===== src/rmls_consts.svh =====
// rmls_consts.svh: timing, framing and field constants for the link sequencer.
// Assumes a 200 MHz bus clock; cycle counts other than the warm-down count are derived from microsecond figures.
`ifndef RMLS_CONSTS_SVH
`define RMLS_CONSTS_SVH
`define RMLS_CLK_MHZ 200
`define RMLS_US2CYC(us) ((us) * `RMLS_CLK_MHZ)
`define RMLS_RX_WARM_US 72
`define RMLS_TX_WARM_US 92
`define RMLS_TURN_MAX_US 192
`define RMLS_RX2TX_US 176
`define RMLS_TX2RX_US 96
`define RMLS_ACK_WAIT_US 864
`define RMLS_RX_WIN_US 2000
`define RMLS_WARM_DOWN_CYC 16
`define RMLS_PRE_BYTES 8'h04
`define RMLS_HDR_BYTES 8'h06
`define RMLS_SFD 8'ha7
`define RMLS_ACK_LEN 8'h05
`define RMLS_MAX_LEN 8'h7f
`define RMLS_CRC_POLY 16'h8408
`define RMLS_LFSR_TAPS 32'h80200003
`define RMLS_FC_TYPE_ACK 3'h2
`define RMLS_FC_PEND_BIT 4
`define RMLS_FC_AREQ_BIT 5
`define RMLS_DST_SHORT 2'h2
`define RMLS_BCAST 16'hffff
`define RMLS_BUF_DEPTH 2'h2
`endif


===== src/rmls_pkg.sv =====
// rmls_pkg: types shared by the link sequencer and its surroundings.
// Assumes the constants header is included where numbers are needed.
package rmls_pkg;
	typedef enum logic [1:0] {
		RMLS_ACT_TX = 2'b00,
		RMLS_ACT_RX = 2'b01,
		RMLS_ACT_POLL = 2'b10,
		RMLS_ACT_AUTORX = 2'b11
	} rmls_act_t;

	typedef struct packed {
		rmls_act_t act;
		logic ack_req;
		logic cca;
		logic timed;
		logic slotted;
		logic ext_rx;
	} rmls_cmd_t;

	typedef struct packed {
		logic done;
		logic ack_rx;
		logic rx_pkt;
		logic crc_err;
		logic cca_busy;
		logic timeout;
		logic filtered;
	} rmls_evt_t;

	typedef struct packed {
		logic req;
		logic we;
		logic [31:0] addr;
		logic [7:0] wdata;
	} rmls_dma_t;

	typedef struct packed {
		logic valid;
		logic sfd;
		logic [7:0] data;
	} rmls_rxb_t;

	typedef enum logic [3:0] {
		S_IDLE = 4'b0000,
		S_START = 4'b0001,
		S_SLOT = 4'b0010,
		S_CCA_WARM = 4'b0011,
		S_CCA = 4'b0100,
		S_TX_WARM = 4'b0101,
		S_TX = 4'b0110,
		S_TX_DRAIN = 4'b0111,
		S_TURN_RX = 4'b1000,
		S_RX_WARM = 4'b1001,
		S_RX_WAIT = 4'b1010,
		S_RX = 4'b1011,
		S_RX_DONE = 4'b1100,
		S_TURN_TX = 4'b1101,
		S_DOWN = 4'b1110
	} rmls_state_t;
endpackage


===== src/rmls_top.sv =====
// rmls_top: 802.15.4 link sequencer with framing, auto sequences, DMA and LFSR.
// Assumes a byte-wide modem interface and a cycle-stealing RAM port.
`include "rmls_consts.svh"
`timescale 1ns/1ps
`default_nettype none
module rmls_top import rmls_pkg::*; #(
	parameter int unsigned P_RX_WARM = `RMLS_US2CYC(`RMLS_RX_WARM_US),
	parameter int unsigned P_TX_WARM = `RMLS_US2CYC(`RMLS_TX_WARM_US),
	parameter int unsigned P_TX2RX_GAP = `RMLS_US2CYC(`RMLS_TX2RX_US - `RMLS_RX_WARM_US),
	parameter int unsigned P_RX2TX_GAP = `RMLS_US2CYC(`RMLS_RX2TX_US - `RMLS_TX_WARM_US),
	parameter int unsigned P_ACK_WAIT = `RMLS_US2CYC(`RMLS_ACK_WAIT_US),
	parameter int unsigned P_RX_WIN = `RMLS_US2CYC(`RMLS_RX_WIN_US)
) (
	input wire logic clk_in,
	input wire logic reset_n_in,
	input wire logic cmd_valid_in,
	input wire rmls_cmd_t cmd_in,
	input wire logic [31:0] start_time_in,
	input wire logic [19:0] slot_len_in,
	input wire logic abort_in,
	output logic cmd_ready_out,
	input wire logic [31:0] tx_base_in,
	input wire logic [31:0] rx_base_in,
	input wire logic [7:0] tx_len_in,
	input wire logic promisc_in,
	input wire logic [15:0] pan_id_in,
	input wire logic [15:0] short_addr_in,
	output logic [7:0] tx_byte_out,
	output logic tx_valid_out,
	input wire logic tx_ready_in,
	input wire rmls_rxb_t rx_in,
	output logic radio_tx_en_out,
	output logic radio_rx_en_out,
	output logic radio_cca_out,
	input wire logic cca_done_in,
	input wire logic cca_busy_in,
	output var rmls_dma_t dma_out,
	input wire logic dma_gnt_in,
	input wire logic [7:0] dma_rdata_in,
	input wire logic seed_load_in,
	input wire logic [31:0] seed_in,
	input wire logic rand_rd_in,
	output logic [31:0] rand_out,
	output var rmls_evt_t evt_out,
	input wire rmls_evt_t evt_mask_in,
	output logic irq_out
);
	localparam int TURN_MAX_CYC = `RMLS_US2CYC(`RMLS_TURN_MAX_US);

	rmls_state_t st;
	rmls_cmd_t cmd;
	rmls_evt_t evt;
	logic [19:0] cnt, slot_cnt;
	logic [31:0] seq_timer, lfsr;
	logic slot_tick, tx_ack, expect_ack, poll_data, rx_end, rx_bad;
	logic [7:0] tidx, tx_seq, ridx, rlen, rseq, rfc0, rfc1, b1;
	logic [15:0] tcrc, rcrc, rpan, raddr;
	logic [1:0] bcnt;

	// CRC-16, reflected, zero start; a good frame leaves zero residue
	function automatic logic [15:0] crc_step(input logic [15:0] c, input logic [7:0] d);
		logic [15:0] r;
		r = c;
		for (int i = 0; i < 8; i++) begin
			r = (r[0] ^ d[i]) ? ((r >> 1) ^ `RMLS_CRC_POLY) : (r >> 1);
		end
		return r;
	endfunction

	// ==========================================================
	// Transmit byte generation
	logic [7:0] flen, pay_end, gen_byte, push_byte;
	logic need_dma, push, last_push, pop, auto_mode;
	assign flen = tx_ack ? `RMLS_ACK_LEN : tx_len_in;
	assign pay_end = 8'(flen + `RMLS_PRE_BYTES);
	assign need_dma = !tx_ack && tidx >= `RMLS_HDR_BYTES && tidx < pay_end;
	assign auto_mode = cmd.act == RMLS_ACT_AUTORX;
	always_comb begin
		gen_byte = 8'h00;
		if (tidx == `RMLS_PRE_BYTES)
			gen_byte = `RMLS_SFD;
		else if (tidx == 8'(`RMLS_PRE_BYTES + 8'h01))
			gen_byte = flen;
		else if (tidx == pay_end)
			gen_byte = tcrc[7:0];
		else if (tidx == 8'(pay_end + 8'h01))
			gen_byte = tcrc[15:8];
		else if (tidx == `RMLS_HDR_BYTES)
			gen_byte = {5'h00, `RMLS_FC_TYPE_ACK};
		else if (tidx == 8'(`RMLS_HDR_BYTES + 8'h02))
			gen_byte = rseq;
	end
	assign push_byte = need_dma ? dma_rdata_in : gen_byte;
	// Sequencer stalls while both buffer slots are full
	assign push = st == S_TX && bcnt < `RMLS_BUF_DEPTH
		&& (!need_dma || (dma_out.req && !dma_out.we && dma_gnt_in));
	assign last_push = push && tidx == 8'(pay_end + 8'h01);
	assign pop = tx_valid_out && tx_ready_in;

	// Byte index, running FCS, sequence number of outgoing frame
	always_ff @(posedge clk_in or negedge reset_n_in) begin
		if (!reset_n_in) begin
			tidx <= 8'h00;
			tcrc <= 16'h0000;
			tx_seq <= 8'h00;
		end else if (st != S_TX) begin
			tidx <= 8'h00;
			tcrc <= 16'h0000;
		end else if (push) begin
			tidx <= 8'(tidx + 8'h01);
			if (tidx >= `RMLS_HDR_BYTES && tidx < pay_end)
				tcrc <= crc_step(tcrc, push_byte);
			if (!tx_ack && tidx == 8'(`RMLS_HDR_BYTES + 8'h02))
				tx_seq <= push_byte;
		end
	end

	// Two-entry buffer toward the modem; head slot is the output itself
	always_ff @(posedge clk_in or negedge reset_n_in) begin
		if (!reset_n_in) begin
			bcnt <= 2'h0;
			b1 <= 8'h00;
			tx_byte_out <= 8'h00;
			tx_valid_out <= 1'b0;
		end else begin
			unique case ({push, pop})
				2'b10: begin
					if (bcnt == 2'h0)
						tx_byte_out <= push_byte;
					else
						b1 <= push_byte;
					bcnt <= 2'(bcnt + 2'h1);
					tx_valid_out <= 1'b1;
				end
				2'b01: begin
					tx_byte_out <= b1;
					bcnt <= 2'(bcnt - 2'h1);
					tx_valid_out <= bcnt == 2'h2;
				end
				2'b11: begin
					if (bcnt == 2'h1)
						tx_byte_out <= push_byte;
					else begin
						tx_byte_out <= b1;
						b1 <= push_byte;
					end
				end
				2'b00: ;
			endcase
		end
	end

	// ==========================================================
	// Receive capture
	logic rx_push, rx_ok, rx_is_ack, filt_ok;
	assign rx_push = st == S_RX && rx_in.valid && ridx != 8'h00;
	assign rx_ok = rcrc == 16'h0000;
	assign rx_is_ack = rfc0[2:0] == `RMLS_FC_TYPE_ACK;
	assign filt_ok = promisc_in || rfc1[3:2] != `RMLS_DST_SHORT
		|| ((rpan == pan_id_in || rpan == `RMLS_BCAST)
		&& (raddr == short_addr_in || raddr == `RMLS_BCAST));

	always_ff @(posedge clk_in or negedge reset_n_in) begin
		if (!reset_n_in) begin
			ridx <= 8'h00;
			rlen <= 8'h00;
			rcrc <= 16'h0000;
			{rfc0, rfc1, rseq, rpan, raddr} <= '0;
			rx_end <= 1'b0;
			rx_bad <= 1'b0;
		end else begin
			rx_end <= 1'b0;
			rx_bad <= 1'b0;
			if (st == S_RX_WAIT)
				ridx <= 8'h00;
			else if (st == S_RX && rx_in.valid) begin
				ridx <= 8'(ridx + 8'h01);
				// first byte after SFD is length
				if (ridx == 8'h00) begin
					rlen <= rx_in.data;
					rcrc <= 16'h0000;
					rx_bad <= rx_in.data < `RMLS_ACK_LEN || rx_in.data > `RMLS_MAX_LEN;
				end else begin
					rcrc <= crc_step(rcrc, rx_in.data);
					rx_end <= ridx == rlen;
					unique case (ridx)
						8'h01: rfc0 <= rx_in.data;
						8'h02: rfc1 <= rx_in.data;
						8'h03: rseq <= rx_in.data;
						8'h04: rpan[7:0] <= rx_in.data;
						8'h05: rpan[15:8] <= rx_in.data;
						8'h06: raddr[7:0] <= rx_in.data;
						8'h07: raddr[15:8] <= rx_in.data;
						default: ;
					endcase
				end
			end
		end
	end

	// ==========================================================
	// DMA: one cycle-stealing request, held until granted
	always_ff @(posedge clk_in or negedge reset_n_in) begin
		if (!reset_n_in)
			dma_out <= '0;
		// receive writes win, bytes are slow
		else if (rx_push)
			dma_out <= {1'b1, 1'b1, 32'(rx_base_in + 32'(ridx) - 32'h1), rx_in.data};
		else if (dma_out.req && !dma_gnt_in)
			dma_out <= dma_out;
		else if (st == S_TX && need_dma && bcnt < `RMLS_BUF_DEPTH && !dma_out.req)
			dma_out <= {1'b1, 1'b0, 32'(tx_base_in + 32'(tidx) - 32'(`RMLS_HDR_BYTES)), 8'h00};
		else
			dma_out.req <= 1'b0;
	end

	// ==========================================================
	// Sequencer timers: free timebase and slot boundary tick
	always_ff @(posedge clk_in or negedge reset_n_in) begin
		if (!reset_n_in) begin
			seq_timer <= 32'h0;
			slot_cnt <= 20'h0;
			slot_tick <= 1'b0;
		end else begin
			seq_timer <= 32'(seq_timer + 32'h1);
			slot_tick <= slot_cnt == 20'h0;
			slot_cnt <= (slot_cnt == 20'h0 || slot_cnt >= slot_len_in)
				? 20'(slot_len_in - 20'h1) : 20'(slot_cnt - 20'h1);
		end
	end

	// ==========================================================
	// Sequence state machine
	always_ff @(posedge clk_in or negedge reset_n_in) begin
		if (!reset_n_in) begin
			st <= S_IDLE;
			cmd <= '0;
			cnt <= 20'h0;
			evt <= '0;
			tx_ack <= 1'b0;
			expect_ack <= 1'b0;
			poll_data <= 1'b0;
			cmd_ready_out <= 1'b0;
		end else begin
			evt <= '0;
			if (cnt != 20'h0)
				cnt <= 20'(cnt - 20'h1);
			if (abort_in && st != S_IDLE && st != S_DOWN) begin
				st <= S_DOWN;
				cnt <= 20'(`RMLS_WARM_DOWN_CYC - 1);
			end else unique case (st)
				S_IDLE: begin
					cmd_ready_out <= 1'b1;
					if (cmd_valid_in && cmd_ready_out) begin
						cmd <= cmd_in;
						cmd_ready_out <= 1'b0;
						expect_ack <= 1'b0;
						poll_data <= 1'b0;
						tx_ack <= 1'b0;
						st <= S_START;
					end
				end
				S_START: if (!cmd.timed || seq_timer == start_time_in)
					st <= S_SLOT;
				S_SLOT: if (!cmd.slotted || slot_tick) begin
					if (cmd.act == RMLS_ACT_RX || auto_mode) begin
						st <= S_RX_WARM;
						cnt <= 20'(P_RX_WARM - 1);
					end else begin
						st <= cmd.cca ? S_CCA_WARM : S_TX_WARM;
						cnt <= cmd.cca ? 20'(P_RX_WARM - 1) : 20'(P_TX_WARM - 1);
					end
				end
				S_CCA_WARM: if (cnt == 20'h0)
					st <= S_CCA;
				S_CCA: if (cca_done_in) begin
					evt.cca_busy <= cca_busy_in;
					st <= cca_busy_in ? S_DOWN : S_TX_WARM;
					cnt <= cca_busy_in ? 20'(`RMLS_WARM_DOWN_CYC - 1) : 20'(P_TX_WARM - 1);
				end
				S_TX_WARM: if (cnt == 20'h0)
					st <= S_TX;
				S_TX: if (last_push)
					st <= S_TX_DRAIN;
				S_TX_DRAIN: if (bcnt == 2'h0 && !tx_valid_out) begin
					// ack request turns round to receive
					if (tx_ack ? auto_mode : (cmd.ack_req || cmd.act == RMLS_ACT_POLL)) begin
						expect_ack <= !tx_ack;
						st <= S_TURN_RX;
						cnt <= 20'(P_TX2RX_GAP - 1);
					end else begin
						st <= S_DOWN;
						cnt <= 20'(`RMLS_WARM_DOWN_CYC - 1);
					end
				end
				S_TURN_RX: if (cnt == 20'h0) begin
					st <= S_RX_WARM;
					cnt <= 20'(P_RX_WARM - 1);
				end
				S_RX_WARM: if (cnt == 20'h0) begin
					st <= S_RX_WAIT;
					cnt <= expect_ack ? 20'(P_ACK_WAIT - 1) : 20'(P_RX_WIN - 1);
				end
				S_RX_WAIT: begin
					if (rx_in.sfd)
						st <= S_RX;
					// extended and auto receive time out only while an ack or poll data is awaited
					else if (cnt == 20'h0 && (expect_ack || poll_data
						|| !(cmd.ext_rx || auto_mode))) begin
						evt.timeout <= 1'b1;
						st <= S_DOWN;
						cnt <= 20'(`RMLS_WARM_DOWN_CYC - 1);
					end else if (cnt == 20'h0)
						cnt <= 20'h0;
				end
				S_RX: if (rx_bad) begin
					evt.crc_err <= 1'b1;
					st <= S_RX_WAIT;
				end else if (rx_end)
					st <= S_RX_DONE;
				S_RX_DONE: begin
					st <= S_RX_WAIT;
					if (!rx_ok)
						evt.crc_err <= 1'b1;
					else if (expect_ack) begin
						if (rx_is_ack && rseq == tx_seq) begin
							evt.ack_rx <= 1'b1;
							expect_ack <= 1'b0;
							if (cmd.act == RMLS_ACT_POLL && rfc0[`RMLS_FC_PEND_BIT]) begin
								poll_data <= 1'b1;
								cnt <= 20'(P_RX_WIN - 1);
							end else begin
								st <= S_DOWN;
								cnt <= 20'(`RMLS_WARM_DOWN_CYC - 1);
							end
						end
					end else if (!filt_ok)
						evt.filtered <= 1'b1;
					else begin
						evt.rx_pkt <= 1'b1;
						if (rfc0[`RMLS_FC_AREQ_BIT] && !rx_is_ack) begin
							tx_ack <= 1'b1;
							st <= S_TURN_TX;
							cnt <= 20'(P_RX2TX_GAP - 1);
						end else if (!auto_mode) begin
							st <= S_DOWN;
							cnt <= 20'(`RMLS_WARM_DOWN_CYC - 1);
						end
					end
				end
				S_TURN_TX: if (cnt == 20'h0) begin
					st <= S_TX_WARM;
					cnt <= 20'(P_TX_WARM - 1);
				end
				S_DOWN: if (cnt == 20'h0) begin
					evt.done <= 1'b1;
					st <= S_IDLE;
				end
			endcase
		end
	end

	// Radio controls follow the state, one cycle late
	always_ff @(posedge clk_in or negedge reset_n_in) begin
		if (!reset_n_in) begin
			radio_tx_en_out <= 1'b0;
			radio_rx_en_out <= 1'b0;
			radio_cca_out <= 1'b0;
		end else begin
			radio_tx_en_out <= st inside {S_TX_WARM, S_TX, S_TX_DRAIN};
			radio_rx_en_out <= st inside {S_CCA_WARM, S_CCA, S_RX_WARM, S_RX_WAIT, S_RX, S_RX_DONE};
			radio_cca_out <= st == S_CCA;
		end
	end

	// events gated by mask onto request
	always_ff @(posedge clk_in or negedge reset_n_in) begin
		if (!reset_n_in) begin
			evt_out <= '0;
			irq_out <= 1'b0;
		end else begin
			evt_out <= evt;
			irq_out <= |(evt & evt_mask_in);
		end
	end

	// LFSR steps every clock except when a seed loads, read samples it
	always_ff @(posedge clk_in or negedge reset_n_in) begin
		if (!reset_n_in) begin
			lfsr <= 32'h1;
			rand_out <= 32'h0;
		end else begin
			if (seed_load_in)
				lfsr <= (seed_in == 32'h0) ? 32'h1 : seed_in;
			else
				lfsr <= (lfsr >> 1) ^ (lfsr[0] ? `RMLS_LFSR_TAPS : 32'h0);
			if (rand_rd_in)
				rand_out <= lfsr;
		end
	end

	// ==========================================================
	// Checks
	logic in_turn;
	logic [15:0] turn_cnt;
	always_ff @(posedge clk_in or negedge reset_n_in) begin
		if (!reset_n_in) begin
			in_turn <= 1'b0;
			turn_cnt <= 16'h0;
		end else begin
			in_turn <= st inside {S_TURN_RX, S_TURN_TX} || (in_turn && st inside {S_RX_WARM, S_TX_WARM});
			turn_cnt <= in_turn ? 16'(turn_cnt + 16'h1) : 16'h0;
		end
	end
endmodule
`default_nettype wire


===== config.mk =====
export PLATFORM = sky130hd
export DESIGN_NAME = rmls_top
export DESIGN_NICKNAME = d
export VERILOG_FILES = /design/src/rmls_pkg.sv /design/src/rmls_top.sv
export VERILOG_INCLUDE_DIRS = /design/src /design/src/src
export SDC_FILE = /design/constraint.sdc
export NUM_CORES = 1
export LEC_CHECK = 0
export ABC_AREA = 1
export BUFFER_PORTS_ARGS = -buffer_cell sky130_fd_sc_hd__buf_4
export CORE_MARGIN = 1
export CORE_UTILIZATION = 59
export CTS_CLUSTER_SIZE = 10
export DETAILED_ROUTE_END_ITERATION = 16
export HOLD_SLACK_MARGIN = 0.08
export PLACE_DENSITY = 0.88
export SYNTH_ARGS = -nofsm -noshare
export SYNTH_HDL_FRONTEND = slang
export SYNTH_SLANG_ARGS = --single-unit

===== constraint.sdc =====
create_clock -name clk_in -period 4 [get_ports clk_in]
set_clock_uncertainty 0.1 [all_clocks]
set_input_delay 0.8 -clock clk_in [delete_from_list [all_inputs] [get_ports clk_in]]
set_output_delay 0.8 -clock clk_in [all_outputs]
set_load 0.03 [all_outputs]

==> reports/results.txt, run 1 <==
The flow ran to the end, and the final reports show no timing, DRC or antenna violations. The fraction of post-synthesis cell area in the top cell type by area is 37.1%. The tools report the cell area after layout as 27500 um^2. The setup path with the least slack is of type register to register. The flip-flop and latch count after synthesis is 344, and the number of enable-type register cells in the synthesized netlist is 0. Derived from the worst setup path, the maximum achievable clock frequency is 267 MHz. The number of routed nets with antenna violations is 0, and the detail-routed net length per standard cell is 17.7 um.

From bottom edge to top edge, the die measures 200 um. The number of gates resized after CTS was 0. Tracing the worst setup path back leads to its startpoint at ridx[3]$_DFFE_PN0P_. For met2 alone, demand over resource in global routing was 58.5%. After global routing, the most crowded layer is met2. The die covers 40000 um^2. CTS built an H-tree with a depth of 2. The worst register-to-register path ends at dma_out[30]$_DFFE_PN0P_. On the critical path, the stage with the largest delay is an instance of dfrtp_2. The cell type with the highest aggregate area in the netlist is dfrtp_1.

Minimum setup slack after placement: 0.0228 ns. The maximum cell stage delay along the critical path is 0.46 ns. The most numerous cell type found on the critical path is nand2_1. Summing all multi-input logic gate instances after layout gives 12500 um^2.

326 I/O pins were placed. The number of nets in the synthesized netlist is 3452. Clock root buffer master: clkbuf_16. After Yosys synthesis, full adders, half adders and majority gates account for 6.99% of the synthesized area.

Of the post-synthesis cell area, the part taken by muxes is 1.56%. The number of max-capacitance violations reported was 0; the count of input and output buffers was 325. The analysis attributes to cell leakage a power of 14.1 nW. The Yosys warning count came out at 0. Number of distinct library cells after synthesis: 68. Setup slack closes at 0.260 ns. Endpoint kind of the worst setup timing path: a register. The tools report the maximum clock path buffer count as 3.

At the pin with the least slew margin, the transition time is 0.970 ns. The met3 capacity usage during global routing was 5.98%. In the final layout, flip-flops and latches occupy 8610 um^2. Summing the areas of all compound-gate instances in the mapped netlist gives 13.1% of the synthesized area.

The tools report the tightest slew margin relative to the limit as 35.3%. The tools report the launching point of the worst reg2reg path as ridx[3]$_DFFE_PN0P_. The final number of max-transition violations was 0; the number of global-route vias before repair was 21700. Once placement finished, the instance area stood at 26300 um^2.

Post-CTS timing repair inserted 0 buffers for setup. The cell area after technology mapping was 23100 um^2; the post-detailed-placement half-perimeter wirelength was 54200 um. For this block, the initial DRC count from the detailed router was 2043. The clock-pin slew of the registers on the worst-case setup and hold paths is 0.06 ns. Sequential cells were found to cover 37.2% of the synthesized design area. The sink count of the clock tree came out at 344. After synthesis, the largest family of logic cells by area is simple AND/OR/NAND/NOR gates.

The count of final setup violators is 0. The first global-routing pass estimated 111000 um of wire. For this run, the total global-route usage over all layers was measured as 35.4%. The tools report the hold violation count in the final report as 0. The worst setup path is launched from a register. The critical path goes through clkinvlp_4 -> ha_1 -> inv_1 -> ha_1 -> nand3_1 -> a21oi_1 -> nor2_1 -> o21ai_0 -> nand2_1 -> nand2_1 -> nand2_1 -> nand2_1 -> a21oi_1 -> o21ai_1 -> nand2_1 -> nand2_1 -> xor2_1 -> nand2_1 -> nand2_1 -> nand2_1 -> nand2_1.

Across all register-to-register paths, the minimum setup slack is 0.26 ns. Of the available clock period, the critical path in the final layout requires 93.5%. By count the netlist is led by nand2_1 (651), inv_1 (447), dfrtp_1 (343), nor2_1 (291), o21ai_0 (204). The logs give 22800 for the via count and 4.14 ns for the endpoint arrival time on the critical path. Most used flip-flop cell after synthesis: dfrtp_1. The number of design rule violations left after detail routing was 0; the clock period minus final worst setup slack was 3.74 ns. The area inside the core boundary was 38600 um^2.

The number of buffers created by CTS was 41; the area share of and/or/nand/nor cells after synthesis was 26.2%. The congestion estimate from routability-driven global placement came to 1.03. The logs give 2 for the initial antenna violation count and 0 for the total congestion overflow after global routing. The die is 200 um wide.

The routing usage on met1 was 46.4%. The maximum fanout along the worst path came out at 8. The number of buffers inserted for hold repair after clock tree synthesis is 0. The first detailed-routing pass took 5 iterations. The share of post-route cells with drive strength above 1 was 16.0%; the final layout net count was 3801. Data on the critical path is required at its endpoint by 4.40 ns. The run gives 70600 um as the wire length reported by the detailed router.

The most instantiated library cell after synthesis was nand2_1. For the worst ir drop on vdd, the log shows 486 uV. From synthesis to final layout, the design area changed by 18.9%. For the worst flop-to-flop path, the logic depth is 21. Ranked by total cell area, the synthesized netlist is headed by dfrtp_1 (37%), nand2_1 (11%), inv_1 (7.3%). The tools report the row count as 72. The per-instance average area after synthesis is 7.48 um^2. The fraction of registers with async set/reset is 100%, and the maximum number of pins on one net before global-route repair is 84. TritonCTS built the clock tree. For this design the ratio of total power to cell area is 537 nW/um^2. In the routed layout, each cell is associated on average with a via count of 5.71. After Yosys synthesis, XOR and XNOR cells account for 6.25% of the synthesized area. The insertion delay to the later sink of the worst-skew pair is 0.57 ns.

The initial utilization of the core area, before any placement, comes to 59.9%. Synthesis produced 3093 cells. The filler cells instantiated in the layout total 3122.

The tools report the termination of the worst setup path as dma_out[30]$_DFFE_PN0P_. The type of the most critical hold path is input port to async pin.
==> through the flow <==
stage,std cells,hold slack [ns],TNS (ns),power (W),util (%)
after floorplan,3093,0.254,0,0.00914,-
after global placement,3917,0.283,0,0.0112,68.1
after detailed placement,3917,0.305,0,0.0113,68.1
after CTS,3979,0.124,0,0.0147,71.1
after global routing,3981,0.152,-0.0859,0.0157,71.2
final,3981,0.0983,0,0.0148,71.2
==> kinds of logic (layout without fill, tap and decap cells) <==
kind of cell / Yosys count / in the layout
fa+ha+maj: 128 / 128
xor+xnor: 165 / 165
mux: 32 / 32
buf+inv: 520 / 888
other cells: 0 / 2
simple gates: 1366 / 1366
flops: 344 / 344
compound gates: 538 / 538
==> worst min path at each step <==
stage	from	to	slack [ns]	depth (start not counted)
4_1_cts	reset_n_in	rand_out[27]$_DFFE_PN0P_	0.12	1
3_5_place_dp	evt[6]$_DFF_PN0_	evt_out[6]$_DFF_PN0_	0.30	0
2_1_floorplan	evt[3]$_DFF_PN0_	evt_out[3]$_DFF_PN0_	0.25	0
5_1_grt	reset_n_in	rand_out[27]$_DFFE_PN0P_	0.15	1
6_report	reset_n_in	lfsr[26]$_DFF_PN0_	0.1	1
3_3_place_gp	evt[2]$_DFF_PN0_	evt_out[2]$_DFF_PN0_	0.28	0
==> worst max-delay path, delay by kind of cell, from the launching register on <==
family / cells / cell delay [ns]
simple gates: 12 / 1.19
fa+ha+maj: 2 / 0.66
buf+inv: 2 / 0.25
compound gates: 4 / 0.86
flops: 1 / 0.46
xor+xnor: 1 / 0.15
==> state kept, by name, indices dropped and copies added, names as in the netlist, 5 cells and up <==
| signal | flops |
|---|---|
| cnt | 20 |
| tx_byte_out | 8 |
| ridx | 8 |
| rcrc | 16 |
| raddr | 16 |
| cmd | 7 |
| rand_out | 32 |
| rpan | 16 |
| evt | 7 |
| rseq | 8 |
| seq_timer | 32 |
| rlen | 8 |
| tcrc | 16 |
| evt_out | 7 |
| b1 | 8 |
| slot_cnt | 20 |
| tidx | 8 |
| rfc0 | 5 |
| tx_seq | 8 |
| lfsr | 32 |
| dma_out | 42 |
==> layout make-up <==
type	instances	area share (%)
Multi-Input combinational cell	2229	45.6
Sequential cell	344	31.3
Timing Repair Buffer	363	10.2
Inverter	463	6.36
Clock buffer	57	4.02
Tap cell	518	2.36
Clock inverter	5	0.187
Antenna cell	2	0.0182
==> per-layer routing <==
metal | vias up | part of all wire [%]
li1 | 10900 | -
met1 | 10700 | 41
met2 | 1047 | 47
met3 | 164 | 8.7
met4 | 0 | 3.5
met5 | - | 0
==> cells in the final DEF (no fill, tap or decap), types with 4 or more instances in the layout <==
| master | instances |
|---|---|
| buf_4 | 357 |
| nor3_1 | 47 |
| xor2_1 | 99 |
| o21ai_1 | 41 |
| nand3b_1 | 11 |
| clkbuf_1 | 14 |
| o22ai_1 | 24 |
| buf_12 | 5 |
| o211ai_1 | 12 |
| nand3_1 | 158 |
| o311ai_0 | 6 |
| nor2_1 | 290 |
| inv_2 | 10 |
| o21a_1 | 5 |
| a21oi_1 | 153 |
| o21ai_0 | 202 |
| mux2_2 | 32 |
| nand2_1 | 649 |
| or2_2 | 19 |
| a31oi_1 | 34 |
| nand4_1 | 67 |
| nor4_1 | 41 |
| nor2_4 | 6 |
| dfrtp_1 | 342 |
| nor2_2 | 7 |
| xnor2_1 | 66 |
| clkbuf_16 | 41 |
| o21bai_1 | 8 |
| nand2_2 | 43 |
| ha_1 | 126 |
| nor3_2 | 7 |
| nor3b_1 | 4 |
| a221oi_1 | 12 |
| inv_1 | 447 |
| a21boi_0 | 10 |
==> where the power goes <==
part / leakage [nW] / total, W / internal (W) / switching (W)
logic: 9.08 / 0.00658 / 0.00236 / 0.00422
registers: 4.46 / 0.00482 / 0.00423 / 0.000592
clock network: 0.562 / 0.00337 / 0.00191 / 0.00146
total: 14.1 / 0.0148 / 0.00850 / 0.00628
Power figures use the tool's default switching activity.
==> run 2, diff against run 1 <==
==> constraint.sdc (replaced) <==
create_clock -name clk_in -period 3.6 [get_ports clk_in]
set_clock_uncertainty 0.1 [all_clocks]
set_input_delay 0.72 -clock clk_in [delete_from_list [all_inputs] [get_ports clk_in]]
set_output_delay 0.72 -clock clk_in [all_outputs]
set_load 0.03 [all_outputs]
==> run 2 against run 1 <==
Effect of this change:
- maximum frequency rose by 10%
- largest cell class unchanged
- clock power rose by 16%
- wire length barely moved
- highest routed layer is now met5
- sequential power rose by 11%
- via count rose by 1.7%
- critical endpoint is now tx_byte_out[4]$_DFFE_PN0P_
- critical path type unchanged
==> reports/results.txt, run 2 (synthesis gave the netlist of run 1 again) <==
The final non-filler cell total was 4042; the worst path required time was 3.94 ns. IR analysis of the VDD net gives a maximum drop of 575 uV. The clock drives 344 sinks. The wire-length estimate of the detail-placed layout is 53100 um. Together, buffers and inverters on the worst path number 4. The area growth from synthesis to layout was 21.3%; the post-route worst setup slack was 0.210 ns.

The critical path is of the register to register type. The starting utilization of the core area came out at 59.9%. The first detailed-routing pass took 6 iterations. The total congestion overflow after global routing was 0.

Setup violations remaining at the end of the flow were counted as 0. The slew at the pin closest to its max-slew limit was 0.947 ns. The most common cell after layout, fill and taps aside was nand2_1. The run gives 0.21 ns as the register-to-register path setup slack.

The initial antenna violation count was 7; the H-tree depth was 2. The floorplan has 72 rows. Counting cells, the worst reg-to-reg path comes to 21. OpenSTA, run right after detailed placement, puts the worst setup slack at -0.176 ns. Buffers inserted during clock tree synthesis total 42. The tightest min-delay check is of the input port to register type. The maximum number of pins on one net before global-route repair was 102; the number of flip-flops in the largest register was 42. From left edge to right edge, the die measures 200 um. Across all layers, the routed design uses 23100 vias.

Port buffering added 325 buffers. The final number of max-transition violations is 0, and the number of routed nets with antenna violations is 0. TritonCTS built the clock tree. The number of placed instances, taps included, is 3970.

The logs give 38600 um^2 for the area inside the core boundary and 0 ns for the total negative slack. The total stage count of the critical path was 21. Dividing the detail-routed via count by the number of cells gives 5.72. Of all nets on the critical path, the largest fanout is 8. The run gives 70600 um as the wire length reported by the detailed router.

The final clock period utilization by the worst path was 94.2%. The cell that appears most often on the critical path is nand2_2. The startpoint identified for the worst hold timing path is dma_gnt_in.

326 I/O pins were placed. The die height is 200 um, and the overall track demand over capacity in global routing is 35.4%. The tools report the hold-critical path endpoint as dma_out[41]$_DFFE_PN0P_.

The clock-pin slew of the registers on the worst-case setup and hold paths was 0.06 ns. The share of post-route cells with drive strength above 1 is 17.9%. The logs give 22200 for the number of global-route vias before repair and 2232 for the number of DRC markers after the initial detailed-route iteration. More flip-flops sit in one register than any other, and that register is dma_out.

The origin of the worst setup path is tx_ack$_DFFE_PN0P_. At the end of the flow, the number of nets in the layout was 3858. The worst setup path is launched from a register. The placer congestion estimate is 1.04, and the insertion delay to the later sink of the worst-skew pair is 0.56 ns. The run gives 0 as the hold violation count in the final report.

The number of design rule violations left after detail routing is 0. STA classifies the critical path endpoint as a register. Data on the critical path arrives at its endpoint at 3.73 ns. The worst hold path was traced through 2 stages. In the layout the commonest cells are nand2_1 (650), inv_1 (444), buf_4 (410). In this run the power density over the cells is 598 nW/um^2. In this run the critical register-to-register path is launched from tx_ack$_DFFE_PN0P_. The routed design could run at a clock period as short as 3.39 ns. The maximum cell stage delay along the critical path came out at 0.50 ns. For the global-route wire length before repair, the log shows 112000 um. Number of max-capacitance violations reported: 0. The end of the worst register-to-register path is tx_byte_out[4]$_DFFE_PN0P_. The tools report the power after layout as 0.0168 W.

The logs give 36.8% for the tightest slew margin relative to the limit and 0.250 ns for the final-layout worst hold slack. Leakage power figure: 14.4 nW. For this design, the slowest cell found on the critical path is dfrtp_2. In this design, the largest share of critical-path delay is due to simple AND/OR/NAND/NOR gates.

The clock passes through at most 3 buffers. The flow ran to the end, and the final reports show no timing, DRC or antenna violations. The clock root buffer master was clkbuf_16. The timing-limited maximum frequency is 295 MHz. The detail-routed net length per standard cell was 17.5 um.

The signal on the critical path passes through nor2_4 -> inv_2 -> ha_1 -> buf_4 -> inv_1 -> nand2_2 -> nand2_2 -> ha_1 -> nand3_1 -> a21oi_1 -> nor2_1 -> nand2_2 -> nor2_4 -> nand2_4 -> nand2_8 -> inv_4 -> ha_1 -> nand2_1 -> nand2_2 -> a21oi_1 -> nor2_1. The logs give 40000 um^2 for the total die area and 2935 for the filler cell count.
==> run 2: cell count changes in the layout (fill, tap and decap cells not counted), moves of 3 or more <==
cell | before | now
buf_4 | 357 | 410
o21ai_2 | 3 | 8
clkbuf_1 | 14 | 10
diode_2 | 2 | 6
o21ai_0 | 202 | 198
clkbuf_8 | 2 | 5
inv_1 | 447 | 444
inv_2 | 10 | 13
==> run 2: final cells by class <==
cell class              instances  area, um^2  share of cell area [%]
flip-flops and latches        344        8610                    30.7
multi-input cells            2229       12600                    44.8
well taps                     518         648                    2.31
diodes                          6        15.0                  0.0535
clock buffers                  58        1180                    4.21
inverters                     463        1750                    6.22
repair buffers                419        3230                    11.5
clock inverters                 5        52.6                   0.187
==> run 2: where the power goes <==
group / switching, W / leakage, nW / internal (W)
registers: 0.000670 / 4.46 / 0.00470
logic: 0.00474 / 9.37 / 0.00277
clock network: 0.00164 / 0.596 / 0.00227
total: 0.00705 / 14.4 / 0.00974
==> run 2: worst max path at each step <==
stage / to / slack (ns)
4_1_cts: tx_byte_out[6]$_DFFE_PN0P_ / 0.14
6_report: tx_byte_out[4]$_DFFE_PN0P_ / 0.21
3_3_place_gp: dma_out[33]$_DFFE_PN0P_ / -0.14
3_5_place_dp: dma_out[33]$_DFFE_PN0P_ / -0.18
2_1_floorplan: tx_byte_out[2]$_DFFE_PN0P_ / 0.07
5_1_grt: tx_byte_out[4]$_DFFE_PN0P_ / -0.05
==> run 2: through the flow <==
step                      util [%]  instance area (um^2)
after global placement        69.2                 26700
after global routing          72.6                 28100
after CTS                     72.4                 28000
after floorplan                  -                 23100
after detailed placement      69.2                 26700
final                         72.6                 28100
==> run 2: per-layer routing <==
layer / track usage [%] / up-vias / share of wire (%)
met5: 0 / - / 0.018
met4: 15.4 / 2 / 4.2
met3: 6.49 / 217 / 8.8
met2: 58.6 / 1152 / 47
met1: 45.5 / 10800 / 40
li1: - / 11000 / -
==> run 2: repair_timing <==
action	CTS	global route
resized for setup	0	29
setup endpoints to repair	0	64
hold endpoints to repair	42	0
hold buffers	1	0
setup buffers	0	2
==> run 3, diff against run 2 <==
--- a/config.mk
+++ b/config.mk
@@ -8,12 +8,15 @@
 export LEC_CHECK = 0
 export ABC_AREA = 1
 export BUFFER_PORTS_ARGS = -buffer_cell sky130_fd_sc_hd__buf_4
+export CELL_PAD_IN_SITES_DETAIL_PLACEMENT = 1
+export CELL_PAD_IN_SITES_GLOBAL_PLACEMENT = 2
 export CORE_MARGIN = 1
-export CORE_UTILIZATION = 59
+export CORE_UTILIZATION = 34
 export CTS_CLUSTER_SIZE = 10
 export DETAILED_ROUTE_END_ITERATION = 16
 export HOLD_SLACK_MARGIN = 0.08
 export PLACE_DENSITY = 0.88
+export REMOVE_ABC_BUFFERS = 1
 export SYNTH_ARGS = -nofsm -noshare
 export SYNTH_HDL_FRONTEND = slang
 export SYNTH_SLANG_ARGS = --single-unit
==> run 3 against run 2 <==
Effect of this change:
- clock power up 6.6%
- cell count grew 11%
- die area up 73%
- highest routed layer unchanged
- sequential share of layout area fell by 1.3 points
- critical path type unchanged
- critical path depth is 4 higher
==> reports/results.txt, run 3 (synthesis gave the netlist of run 1 again) <==
TritonCTS built the clock tree. The min-delay analysis places its worst path in the category input port to register. The initial utilization of the core area, before any placement, comes to 34.4%. The detailed-routed wire length on met3 is 3420 um, and the slew at the pin closest to its max-slew limit is 1.02 ns. The row count was 95. The power density over cell area is 598 nW/um^2, and the final layout net count is 3941. For the number of routed nets with antenna violations, the log shows 0.

Headroom to the max-slew limit came out at 32.1%. Entering global routing, the biggest net connects 74 pins. The congestion estimate from routability-driven global placement came to 0.920.

After detailed routing, the wire length on met1 is 36000 um. The post-route netlist has 19.9% of its cells at a drive strength greater than 1. Counting flops per register, the top entry is dma_out.

Leaving out fill and tap cells, the most frequent cell in the layout is nand2_1. The final clock period utilization by the worst path came out at 95.4%. With fillers left out, the area of the finished cells amounts to 29300 um^2. Number of global-route vias before repair: 23800.

The flow ran to the end, and the final reports show no timing, DRC or antenna violations. The count of buffers added on input and output ports is 325. Timing would allow up to 291 MHz. STA classifies the critical path startpoint as a register.

The detail-routed net length per standard cell is 18.0 um. Number of design rule violations left after detail routing: 0. Data arrives at the worst endpoint at 3.81 ns. The longest clock path from root to sink contains 3 buffers.

The H-tree depth was 2. The number of flip-flops in the largest register is 42, and the total cell area at the placement stage is 27800 um^2. The hold violation count in the final report came out at 0. STA classifies the critical path endpoint as a register. Measured along the x axis, the die boundary spans 263 um. Summed over all nets, the half-perimeter wirelength after detailed placement is 64100 um. Hold is met by 0.217 ns. Routed signal wires occupy layers up through met5.

The leakage power figure is 14.9 nW. The tool flagged a number of max-cap violations equal to 0. Wire segments on met2 add up to 39200 um in the final route. Counting every sink on the clock net gives 344. The via count is 22600, and the number of buffers created by CTS is 44. The cell sitting at the root of the clock tree is a clkbuf_16.

Global routing used 23.3% of the available tracks. Clock latency on the worst-skew pair, taken at its later pin, is 0.61 ns. For the finished layout, the period the worst path requires is 3.43 ns. Worst path required time: 3.97 ns.

The total overflow left after global routing is 0. The area growth from synthesis to layout is 26.5%. Setup violations remaining at the end of the flow were counted as 0.

The logs give 80700 um for the wire length reported by the detailed router and 5 for the number of iterations in the first detailed-routing pass. In this run the vertical extent of the chip is 263 um. The die covers 69100 um^2. Setup repair after global routing could not meet its margin everywhere.

After clock tree synthesis, the clock-pin slew on the worst setup and hold paths is 0.06 ns. The core region is 67300 um^2. The logs give 129000 um for the global-route wire length before repair and 2 for the initial antenna violation count.

After the first detailed-routing iteration, the DRC count stood at 1192. In the routed layout, each cell is associated on average with a via count of 5.04. Across the VDD grid, the largest voltage drop is 401 uV. Maximum fanout along the worst path: 8. The kind of critical path is register to register. Leaving out fill and tap cells, the most frequent cells in the layout are nand2_1 (645), buf_4 (488), inv_1 (443). For this design the top-level I/O count stands at 326. The final number of max-transition violations is 0.
==> run 3: cell count changes in the layout (fill, tap and decap cells not counted), sizes merged <==
cell | previous run | this run
buf | 418 | 498
clkinv | 8 | 13
diode | 6 | 1
clkbuf | 58 | 61
clkinvlp | 2 | 0
inv | 458 | 459
==> run 3: final cells by class <==
type | count | area [um^2]
Timing Repair Buffer | 500 | 3880
Multi-Input combinational cell | 2229 | 12600
Clock inverter | 9 | 124
Sequential cell | 344 | 8610
Fill cell | 8401 | 38000
Clock buffer | 60 | 1220
Inverter | 463 | 1750
Tap cell | 873 | 1090
Antenna cell | 1 | 2.50
==> run 3: path summary, 6_finish.rpt <==
check | to | slack, ns | cells after the start | startpoint
max | st[1]$_DFFE_PN0P_ | 0.17 | 25 | tx_ack$_DFFE_PN0P_
min | dma_out[41]$_DFFE_PN0P_ | 0.22 | 2 | dma_gnt_in
max reg2reg | st[1]$_DFFE_PN0P_ | 0.17 | 25 | tx_ack$_DFFE_PN0P_
min reg2reg | evt_out[6]$_DFF_PN0_ | 0.28 | 0 | evt[6]$_DFF_PN0_
max in group asynchronous | rand_out[8]$_DFFE_PN0P_ | 1.82 | 3 | reset_n_in
min in group asynchronous | seq_timer[31]$_DFF_PN0_ | 0.58 | 2 | reset_n_in
==> run 3: timing repair <==
| item | CTS | global route |
|---|---|---|
| setup buffers | 0 | 10 |
| hold endpoints to repair | 30 | 0 |
| gates resized for setup | 0 | 35 |
| setup endpoints to repair | 0 | 54 |
| hold buffers | 1 | 0 |
==> run 3: metal layers <==
layer	global-route usage (%)	up-vias
met5	0	-
met4	6.72	2
met3	3.38	121
met2	40.1	444
met1	30.2	10800
li1	-	11200
==> run 3: power by group <==
group	total [W]	internal, W	switching (W)
logic	0.00800	0.00305	0.00496
registers	0.00532	0.00470	0.000622
clock network	0.00417	0.00238	0.00179
==> run 3: through the flow <==
step | util, % | setup slack (ns) | power [W] | TNS (ns) | cells
4_1_cts | 43.3 | 0.0947 | 0.0175 | 0 | 4467
5_1_grt | 43.5 | -0.144 | 0.0187 | -3.83 | 4478
6_report | 43.5 | 0.167 | 0.0175 | 0 | 4479
2_1_floorplan | - | -2.06 | 0.0100 | -74.76 | 3036
3_3_place_gp | 41.2 | -0.122 | 0.0131 | -0.411 | 4397
3_5_place_dp | 41.2 | -0.170 | 0.0132 | -3.07 | 4397
==> run 3: critical path, cell delays in order (launching register included) <==
cell     delay (ns)
dfrtp_2        0.42
buf_12         0.15
nor2_2         0.14
ha_2           0.21
nand4_1        0.14
nand2_1        0.12
inv_1          0.06
ha_1           0.29
nand2_2        0.08
inv_1          0.05
nand3_2        0.06
a21oi_1        0.04
nor2_1         0.16
nand2_2        0.11
nor2_4         0.19
nand2_4        0.08
nand2_8        0.07
inv_4          0.04
buf_4          0.15
nor2_4         0.09
inv_2          0.05
o21ai_1        0.07
o21ai_1        0.07
and2_4         0.21
o21ai_0        0.07
o21ai_1        0.09
